==> config.mk <==
export PLATFORM = sky130hd
export DESIGN_NAME = kbc_status_a20
export DESIGN_NICKNAME = d
export VERILOG_FILES = /design/src/shared/kbc_pkg.sv /design/src/design/reset_pulse_gen.sv /design/src/design/kbc_status_a20.sv
export VERILOG_INCLUDE_DIRS = /design/src /design/src/shared
export SDC_FILE = /design/constraint.sdc
export NUM_CORES = 1
export LEC_CHECK = 0
export ABC_AREA = 1
export BUFFER_PORTS_ARGS = -buffer_cell sky130_fd_sc_hd__buf_2
export CAP_MARGIN = 30
export CORE_AREA = 5 5 81 83
export DETAILED_ROUTE_END_ITERATION = 12
export DIE_AREA = 0 0 86 88
export PLACE_DENSITY = 0.77
export SETUP_SLACK_MARGIN = 0.2
export SKIP_CTS_REPAIR_TIMING = 1
export SLEW_MARGIN = 20
export SYNTH_ARGS = -nofsm -noshare
export SYNTH_HDL_FRONTEND = slang
export SYNTH_SLANG_ARGS = --single-unit
==> constraint.sdc <==
create_clock -name CLK -period 1.8 [get_ports CLK]
set_input_delay 0.36 -clock CLK [delete_from_list [all_inputs] [get_ports CLK]]
set_output_delay 0.36 -clock CLK [all_outputs]
set_load 0.02 [all_outputs]
==> src/shared/kbc_cfg.svh <==
// constants for the keyboard controller status, alternate reset and a20 block
// assumes a 20 MHz clock and byte-wide isa i/o accesses
`ifndef KBC_CFG_SVH
`define KBC_CFG_SVH
`define IO_DATA_PORT      8'h60
`define IO_CMD_PORT       8'h64
`define IO_ALT_PORT       8'h92
`define ST_OUT_FULL       0
`define ST_IN_FULL        1
`define ST_CMD_DATA       3
`define ST_RESET          8'h00
`define ALT_READ_FIXED    8'h24
`define ALT_READ_MASK     8'h03
`define ALT_BIT_RST       0
`define ALT_BIT_A20       1
`define CFG_BIT_KRST_HW   0
`define CFG_BIT_A20_HW    1
`define CFG_BIT_ALT_EN    2
`define CMD_SET_A20       8'hD1
`define CMD_PULSE_RST     8'hFE
`define CMD_NOP           8'hFF
`define ADDR_BIT_CD       2
`define CLK_MHZ           20
`define RST_DELAY_US      14
`define RST_WIDTH_US      6
`define RST_DELAY_CYC     (`RST_DELAY_US * `CLK_MHZ)
`define RST_WIDTH_CYC     (`RST_WIDTH_US * `CLK_MHZ)
`define TIMER_W           9
`endif

==> src/shared/kbc_pkg.sv <==
// types shared by the keyboard controller status block
// assumes kbc_cfg.svh is on the include path
package kbc_pkg;
  typedef enum logic [2:0] {
    PLS_IDLE  = 3'b001,
    PLS_DELAY = 3'b010,
    PLS_LOW   = 3'b100
  } pulse_state_e;
  typedef logic [7:0] byte_t;
endpackage : kbc_pkg

==> src/design/reset_pulse_gen.sv <==
// delayed low-going reset pulse generator
// assumes a synchronous active-high reset and a one-cycle trigger
`timescale 1ns/1ns
`include "kbc_cfg.svh"
module reset_pulse_gen (
  // clock and reset
  input  wire logic CLK,
  input  wire logic RST,
  // trigger
  input  wire logic fire,
  // pulse, low while active
  output logic      pulse_n
);
  import kbc_pkg::*;
  typedef struct packed {
    pulse_state_e            st;
    logic [`TIMER_W-1:0]     cnt;
    logic                    out_n;
  } pls_s;
  pls_s s_r;
  pls_s s_nxt;
  always_comb begin
    s_nxt = s_r;
    unique case (s_r.st)
      PLS_IDLE: begin
        if (fire) begin
          s_nxt.st  = PLS_DELAY;
          s_nxt.cnt = `TIMER_W'(`RST_DELAY_CYC - 1);
        end
      end
      PLS_DELAY: begin
        if (s_r.cnt == '0) begin
          s_nxt.st    = PLS_LOW;
          s_nxt.cnt   = `TIMER_W'(`RST_WIDTH_CYC - 1);
          s_nxt.out_n = 1'b0;
        end else begin
          s_nxt.cnt = s_r.cnt - 1'b1;
        end
      end
      PLS_LOW: begin
        if (s_r.cnt == '0) begin
          s_nxt.st    = PLS_IDLE;
          s_nxt.out_n = 1'b1;
        end else begin
          s_nxt.cnt = s_r.cnt - 1'b1;
        end
      end
      default: begin
        s_nxt.st    = PLS_IDLE;
        s_nxt.out_n = 1'b1;
      end
    endcase
  end
  always_ff @(posedge CLK) begin
    if (RST) begin
      s_r.st    <= PLS_IDLE;
      s_r.cnt   <= '0;
      s_r.out_n <= 1'b1;
    end else begin
      s_r <= s_nxt;
    end
  end
  assign pulse_n = s_r.out_n;
endmodule : reset_pulse_gen

==> src/design/kbc_status_a20.sv <==
// host mailbox status flags, alternate reset/a20 register and reset/a20 merging
// assumes host strobes are synchronous one-cycle pulses on CLK, core side likewise
`timescale 1ns/1ns
`include "kbc_cfg.svh"
module kbc_status_a20 (
  // clock and reset
  input  wire logic          CLK,
  input  wire logic          RST,
  // host i/o bus, strobes one cycle each
  input  wire logic [7:0]    HOST_ADDR,
  input  wire logic          HOST_WR,
  input  wire logic          HOST_RD,
  input  wire kbc_pkg::byte_t HOST_WDATA,
  output kbc_pkg::byte_t     HOST_RDATA,
  output logic               HOST_INPUT_BYTE,
  output logic               HOST_INPUT_VALID,
  // embedded core side
  input  wire logic          CORE_STATUS_WR,
  input  wire kbc_pkg::byte_t CORE_STATUS_WDATA,
  input  wire logic          CORE_INPUT_RD,
  input  wire logic          CORE_OUTPUT_WR,
  input  wire logic          CORE_KBD_RESET_N,
  input  wire logic          CONTROLLER_A20_PORT_BIT,
  output kbc_pkg::byte_t     CORE_STATUS_RDATA,
  output logic               CORE_INPUT_INTERRUPT,
  // configuration and polarity
  input  wire logic [2:0]    RESET_A20_CONFIG_BYTE,
  input  wire logic          KRST_POLARITY_INV,
  // system outputs
  output logic               KEYBOARD_RESET_PIN,
  output logic               CPU_A20_MASK,
  output logic               ALTERNATE_A20_SIGNAL
);
  import kbc_pkg::*;
  typedef struct packed {
    byte_t status;
    logic  alternate_a20_signal;
    logic  alt_rst;
    logic  d1_pending;
    logic  hw_a20;
    logic  hw_rst_n;
    byte_t rdata;
    logic  in_valid;
    logic  in_byte;
    logic  krst_pin;
    logic  a20_mask;
    logic  alt_fire;
    logic  hw_fire;
  } kbc_s;
  kbc_s s_r;
  kbc_s s_nxt;
  logic alt_pulse_n;
  logic hw_pulse_n;
  logic alt_en;
  logic a20_hw;
  logic krst_hw;
  logic wr_data;
  logic wr_cmd;
  logic wr_alt;
  logic rd_alt;
  logic kbd_rst_n;
  logic merged_n;
  assign alt_en  = RESET_A20_CONFIG_BYTE[`CFG_BIT_ALT_EN];
  assign a20_hw  = RESET_A20_CONFIG_BYTE[`CFG_BIT_A20_HW];
  assign krst_hw = RESET_A20_CONFIG_BYTE[`CFG_BIT_KRST_HW];
  assign wr_data = HOST_WR && (HOST_ADDR == `IO_DATA_PORT);
  assign wr_cmd  = HOST_WR && (HOST_ADDR == `IO_CMD_PORT);
  assign wr_alt  = HOST_WR && (HOST_ADDR == `IO_ALT_PORT) && alt_en;
  assign rd_alt  = HOST_RD && (HOST_ADDR == `IO_ALT_PORT) && alt_en;
  // firmware or hardware source, never both
  // hardware path also honours the reset latch loaded by a d1 data byte
  assign kbd_rst_n = krst_hw ? (hw_pulse_n & s_r.hw_rst_n) : CORE_KBD_RESET_N;
  assign merged_n  = alt_en ? (kbd_rst_n & alt_pulse_n) : kbd_rst_n;
  always_comb begin
    logic hw_seq;
    hw_seq = 1'b0;
    s_nxt = s_r;
    s_nxt.in_valid = 1'b0;
    s_nxt.alt_fire = 1'b0;
    s_nxt.hw_fire  = 1'b0;
    s_nxt.rdata    = 8'h00;
    // core status write first so hardware events below win over it; a core output write beats a data-port read
    if (CORE_STATUS_WR) begin
      s_nxt.status = CORE_STATUS_WDATA;
    end
    if (CORE_INPUT_RD) begin
      s_nxt.status[`ST_IN_FULL] = 1'b0;
    end
    if (HOST_RD && (HOST_ADDR == `IO_DATA_PORT)) begin
      s_nxt.status[`ST_OUT_FULL] = 1'b0;
    end
    if (CORE_OUTPUT_WR) begin
      s_nxt.status[`ST_OUT_FULL] = 1'b1;
    end
    if (wr_cmd) begin
      if (a20_hw && (HOST_WDATA == `CMD_SET_A20)) begin
        s_nxt.d1_pending = 1'b1;
        hw_seq = 1'b1;
      end else if (krst_hw && (HOST_WDATA == `CMD_PULSE_RST)) begin
        s_nxt.hw_fire    = 1'b1;
        s_nxt.d1_pending = 1'b0;
        hw_seq = 1'b1;
      end else if (a20_hw && (HOST_WDATA == `CMD_NOP)) begin
        // trailing no-op leaves d1_pending as it is; firmware never sees it
        hw_seq = 1'b1;
      end else begin
        s_nxt.d1_pending = 1'b0;
      end
    end
    if (wr_data && s_r.d1_pending) begin
      s_nxt.hw_a20     = HOST_WDATA[`ALT_BIT_A20];
      s_nxt.hw_rst_n   = HOST_WDATA[`ALT_BIT_RST];
      s_nxt.d1_pending = 1'b0;
      hw_seq = 1'b1;
    end
    if ((wr_cmd || wr_data) && !hw_seq) begin
      s_nxt.status[`ST_CMD_DATA] = wr_cmd;
      s_nxt.status[`ST_IN_FULL]  = 1'b1;
      s_nxt.in_valid = 1'b1;
      s_nxt.in_byte  = HOST_ADDR[`ADDR_BIT_CD];
    end
    if (wr_alt) begin
      s_nxt.alternate_a20_signal = HOST_WDATA[`ALT_BIT_A20];
      s_nxt.alt_rst = HOST_WDATA[`ALT_BIT_RST];
      // a pulse only on a 0 to 1 edge of the stored bit
      s_nxt.alt_fire = HOST_WDATA[`ALT_BIT_RST] && !s_r.alt_rst;
    end
    if (HOST_RD && (HOST_ADDR == `IO_CMD_PORT)) begin
      s_nxt.rdata = s_r.status;
    end else if (rd_alt) begin
      s_nxt.rdata = `ALT_READ_FIXED | {6'b0, s_r.alternate_a20_signal, s_r.alt_rst};
    end
    s_nxt.krst_pin = merged_n ^ KRST_POLARITY_INV;
    // a20 source: hardware latch or the controller port bit, ored with the alternate a20 signal when alt_en is set
    s_nxt.a20_mask = (a20_hw ? s_r.hw_a20 : CONTROLLER_A20_PORT_BIT)
                     | (alt_en & s_r.alternate_a20_signal);
  end
  always_ff @(posedge CLK) begin
    if (RST) begin
      s_r.status     <= `ST_RESET;
      s_r.alternate_a20_signal    <= 1'b0;
      s_r.alt_rst    <= 1'b0;
      s_r.d1_pending <= 1'b0;
      s_r.hw_a20     <= 1'b0;
      s_r.hw_rst_n   <= 1'b1;
      s_r.rdata      <= 8'h00;
      s_r.in_valid   <= 1'b0;
      s_r.in_byte    <= 1'b0;
      s_r.krst_pin   <= 1'b1;
      s_r.a20_mask   <= 1'b0;
      s_r.alt_fire   <= 1'b0;
      s_r.hw_fire    <= 1'b0;
    end else begin
      s_r <= s_nxt;
    end
  end
  // counters on CLK; 14 us and 6 us exact at 20 MHz
  reset_pulse_gen u_alt_pulse (
    .CLK     (CLK),
    .RST     (RST),
    .fire    (s_r.alt_fire),
    .pulse_n (alt_pulse_n)
  );
  reset_pulse_gen u_hw_pulse (
    .CLK     (CLK),
    .RST     (RST),
    .fire    (s_r.hw_fire),
    .pulse_n (hw_pulse_n)
  );
  assign HOST_RDATA           = s_r.rdata;
  assign HOST_INPUT_VALID     = s_r.in_valid;
  assign HOST_INPUT_BYTE      = s_r.in_byte;
  assign CORE_STATUS_RDATA    = s_r.status;
  assign CORE_INPUT_INTERRUPT = s_r.status[`ST_IN_FULL];
  assign KEYBOARD_RESET_PIN   = s_r.krst_pin;
  assign CPU_A20_MASK         = s_r.a20_mask;
  assign ALTERNATE_A20_SIGNAL = s_r.alternate_a20_signal;
endmodule : kbc_status_a20

# Word-level counts from Yosys, hierarchy flattened
# Cells that the tools add are included.
# Widths: inputs -> output; s select.
# totals
regBits	53
elab_cells	129
# classes
n_addsub	2
n_eq_ne	21
mux	41
bitwise	9
n_reduce_logical	34
# ops
op	n
$pmux 9 s3	2
$mux 9	4
$eq 8x8->1 const B	4
$mux 12	2
$mux 1	21
$logic_not 9->1	2
$pmux 3 s3	2
$reduce_and 3->1	6
$sub 9x1->9 const B	2
$eq 8x7->1 const B	2
$logic_and 1x1->1	14
$mux 3	4
$reduce_bool 3->1	4
$mux 8	1
$ne 2x1->1 const B	4
$ne 2x2->1 const B	4
$eq 3x1->1 const B	2
$eq 3x2->1 const B	2
$eq 3x3->1 const B	2
$mux 6	1
$pmux 1 s3	2
$mux 4	1
$not 1->1	4
$reduce_or 2->1	2
10 further kinds	13

# Longest topological paths before layout
# depth
depth_word	10
mapped_depth	12
mapped_depth_nobuf	12

# Modules after synthesis
# A second synthesis with hierarchy kept.
# hier_totals
cells_unflattened	445
area_unflattened_um2	3154.3
# by_module_without_submodules
module	instances	cells_each	area_each_um2
reset_pulse_gen	2	130	908.4
kbc_status_a20	1	185	1337.5

# Worst setup path before layout
# No wires, ideal clock.
# synth_path
path_type	register to register
start	register u_hw_pulse.s_r[1] (netlist bit)
end	register u_hw_pulse.s_r[7] (netlist bit)
arrival_ns	1.349
required_ns	1.668
path_slack_ns	0.319
stages_incl_launch_ff	12
path_buffers	0
period_less_slack_ns	1.481
cell_sequence	dfxtp_1 -> inv_1 -> ha_1 -> inv_1 -> nor3_1 -> nand2_1 -> inv_1 -> nand2_1 -> nand2_4 -> nor2_2 -> nand2_1 -> a21oi_1
# synth_via
elab_chain_cells	3
# synth_rtl
element	line	source
start, declared	reset_pulse_gen.sv:20	pls_s s_r;
start signal, assigned	reset_pulse_gen.sv:60	s_r <= s_nxt;
$sub 9x1->9 / $logic_not 9->1 (equally long branches)	--	
$mux 9, or another cell as far along	reset_pulse_gen.sv:41	if (s_r.cnt == '0) begin
$pmux 9 s3 / $reduce_and 3->1 (equally long branches)	--	
# Several ways; a longest one is shown, not always the timed one. The select of a mux whose other input is x is not followed.
# A chain may end at the register's enable or synchronous reset.

# Worst setup path in the final report
# layout_path
start	register u_alt_pulse.s_r[12] (netlist bit)
end	register u_alt_pulse.s_r[2] (netlist bit)
# layout_via
elab_chain_cells	3
# layout_rtl
element	line	source
start, declared	reset_pulse_gen.sv:20	
start signal, assigned	reset_pulse_gen.sv:60	
$eq 3x3->1, or another cell as far along	reset_pulse_gen.sv:24	unique case (s_r.st)
$ne 2x2->1 (no source line) / $reduce_bool 3->1 (equally long branches)	--	
$reduce_and 3->1 (no source line)	--	
# Several ways; a longest one is shown, not always the timed one.

==> run_results.csv <==
group,metric,value,unit
logic_synthesis,yosys.area_share.adder,0.01821,
status,status,"finished clean",
logic_synthesis,syn-num-nets,441,
pwr,p_leak,1.566,nW
place,post-dp-hpwl,4796,µm
run,max_cap_violations,0,
finish,final_common_cell,"nand2_1",
global_route,grt_pass1_vias,2334,
logic_synthesis,synthArstFlopShare,0,
logic_synthesis,ys.warnings.count,0,
finish,fin_util,0.5812,
logic_synthesis,synth-xor-area-share,0.006375,
finish,layout_common_cells,"nand2_1, buf_2, inv_1",
route,drc,0,
logic_synthesis,netlist_area,2748,µm²
logic_synthesis,synth_ff_type,"dfxtp_1",
sta,setup_viol,0,
sta,hold_viol,0,
logic_synthesis,seq_area_frac_synth,0.3862,
sta,finalSetupTns,0,ns
sta,fmax,0.6450,GHz
logic_synthesis,ys_seq_elements,53,
setup_path,crit_type,"register to register",
logic_synthesis,netlist_instances,400,
place,routabilityCongestion,0.8613,
sta,period_share,0.8614,
floorplan,rows,28,
logic_synthesis,syn_avg_cell_area,6.869,µm²
clock_network,cts_tree,"yes",
floorplan,die_area,7568,µm²
floorplan,die_h,88,µm
global_route,use_met2,0.2712,
logic_synthesis,synth-compound-area-share,0.1252,
setup_path,cp_max_fo,6,
clock_network,clk_path_buf_depth,2,
setup_path,crit_family,"simple AND/OR/NAND/NOR gates",
setup_path,reg2reg_slack,0.25,ns
sta,worstMarginPinSlew,0.6195,ns
finish,diodes,0,
clock_network,htreeDepth,2,
global_route,antenna_found_initial,0,
route,drtAntennaViolNets,0,
floorplan,ios,59,
finish,final_net_count,504,
setup_path,start_kind,"register",
route,initialDrtViolationCount,136,
global_route,grt_busiest_layer,"met2",
sta,period_minus_slack,1.550,ns
route,wl_per_cell,12.50,µm
global_route,use_met3,0.04139,
global_route,grt_overflow,0,
setup_path,cp_slowest_stage_delay,0.35,ns
floorplan,die_w,86,µm
setup_path,crit_buf_inv,4,
sta,rsz0062_at_grt,"true",
setup_path,path_cells,"inv_2, nor3_4, nor2_4, nand2_2, nand2_1, inv_2, nand2_4, buf_6, buf_4, a211oi_2",
floorplan,start_util,0.4753,
clock_network,cts-root-buf,"clkbuf_8",
route,vias,2723,
setup_path,cp.arrival,1.80,ns
finish,syn_to_final_growth,22.27,%
floorplan,core-area,5781,µm²
global_route,grt_max_degree,20,
clock_network,clock-sinks,53,
clock_network,numCtsBuffers,5,
setup_path,setup.worst_path.end_class,"register",
sta,skew,0.008063,ns
place,portBuffers,58,
route,drt_pass1_iterations,4,
clock_network,clk_pin_slew,0.10,ns
global_route,grt_pass1_wl,9922,µm
logic_synthesis,synth-edff-count,0,
global_route,grtUsageTotal,0.1609,
logic_synthesis,synth_cell_types,33,
hold_path,holdCritPathClass,"input port to register",
sta,slew_viol_final,0,
sta,max_slew_margin,0.5866,
setup_path,slowest_stage,"dfxtp_2",
pwr,ir_drop,0.3534,mV
finish,drive_above_1_share,0.2909,
clock_network,clk_latency,0.32,ns
route,wl,6740,µm
setup_path,required,2.04,ns
setup_path,crit_path_frequent_cell,"inv_2",
logic_synthesis,muxShareOfSynthArea,0,
route,via_per_inst,5.052,
logic_synthesis,synth_top_family_by_area,"simple AND/OR/NAND/NOR gates",
global_route,met1_usage,0.2011,
logic_synthesis,synthSimpleGateAreaFrac,0.3260,
pwr,p_per_area,607.0,nW/µm²
-- stage by stage --
step / total power [mW] / worst slack, ns / hold WS [ns] / area (µm²) / std cells
2_1_floorplan: 1.315 / 0.3191 / 0.4221 / 2748 / 400
3_3_place_gp: 1.375 / 0.1753 / 0.4351 / 3030 / 517
3_5_place_dp: 1.379 / 0.08680 / 0.4450 / 3030 / 517
4_1_cts: 2.063 / 0.1939 / 0.2412 / 3120 / 525
5_1_grt: 2.137 / 0.1422 / 0.2504 / 3359 / 539
6_report: 2.039 / 0.2496 / 0.2483 / 3359 / 539
-- cells in the mapped netlist (2+ instances only) --
master	count	area, µm²
nand2_4	3	33.78
a21oi_1	27	135.1
clkbuf_1	5	18.77
a211oi_1	3	22.52
nor3_2	3	30.03
ha_1	4	50.05
or2_2	4	25.02
nor3_1	11	55.05
o21ai_0	21	105.1
dfxtp_1	53	1061
nor2_2	4	25.02
nand3_1	25	125.1
nand2_2	2	12.51
nand2_1	86	322.8
o2111ai_1	2	17.52
inv_2	3	11.26
buf_4	16	120.1
a31oi_1	2	12.51
xor2_1	2	17.52
nand4_1	11	68.82
nor2_1	41	153.9
inv_1	61	229.0
-- cell type report --
class	instances	area (µm²)
fill	547	2421
multi-input combinational	263	1426
sequential	53	1069
timing repair buffer	75	425.4
inverter	64	250.2
tap	75	93.84
clock buffer	5	68.82
clock inverter	3	21.27
timing repair inverter	1	5.005
-- worst register-to-register path, cell delays in order, from the launching register on --
cell and delay (ns):
dfxtp_2 0.35, inv_2 0.06, nor3_4 0.25, nor2_4 0.07
nand2_2 0.07, nand2_1 0.07, inv_2 0.08, nand2_4 0.09
buf_6 0.15, buf_4 0.13, a211oi_2 0.15
-- worst paths after layout --
kind,to,cells past startpoint,from
worst max register to register,u_alt_pulse.s_r[2],10,u_alt_pulse.s_r[12]
worst min register to register,HOST_RDATA[4],2,CORE_STATUS_RDATA[4]
worst min-delay path,CORE_STATUS_RDATA[0],3,CORE_OUTPUT_WR
worst max-delay path,u_alt_pulse.s_r[2],10,u_alt_pulse.s_r[12]
-- registers in the layout, summed over array words and instances, names as in the netlist --
signal / flops
CPU_A20_MASK: 1
HOST_INPUT_VALID: 1
u_alt_pulse.pulse_n: 1
u_hw_pulse.s_r: 12
s_r: 6
KEYBOARD_RESET_PIN: 1
ALTERNATE_A20_SIGNAL: 1
HOST_RDATA: 8
u_alt_pulse.s_r: 12
HOST_INPUT_BYTE: 1
u_hw_pulse.pulse_n: 1
CORE_STATUS_RDATA: 8
-- metal layers --
layer | share of wire | wire length [µm]
met5 | 0 | 0
met4 | 0.014 | 91
met3 | 0.062 | 418
met2 | 0.50 | 3349
met1 | 0.43 | 2879
-- cell families after synthesis --
kind of cell,after synthesis
and+or+nand+nor,195
xor gates and xnor gates,2
adders and majority gates,4
DFF,53
AOI/OAI and AO/OA,61
buffers and inverters,85
-- where the power goes --
| part | internal (mW) | leakage [nW] | switching (mW) | total, mW |
|---|---|---|---|---|
| Combinational | 0.0601 | 1.09 | 0.0996 | 0.160 |
| Sequential | 1.19 | 0.431 | 0.00701 | 1.19 |
| Clock | 0.277 | 0.0445 | 0.410 | 0.687 |
Note: power is estimated with default switching activity, not from simulation.
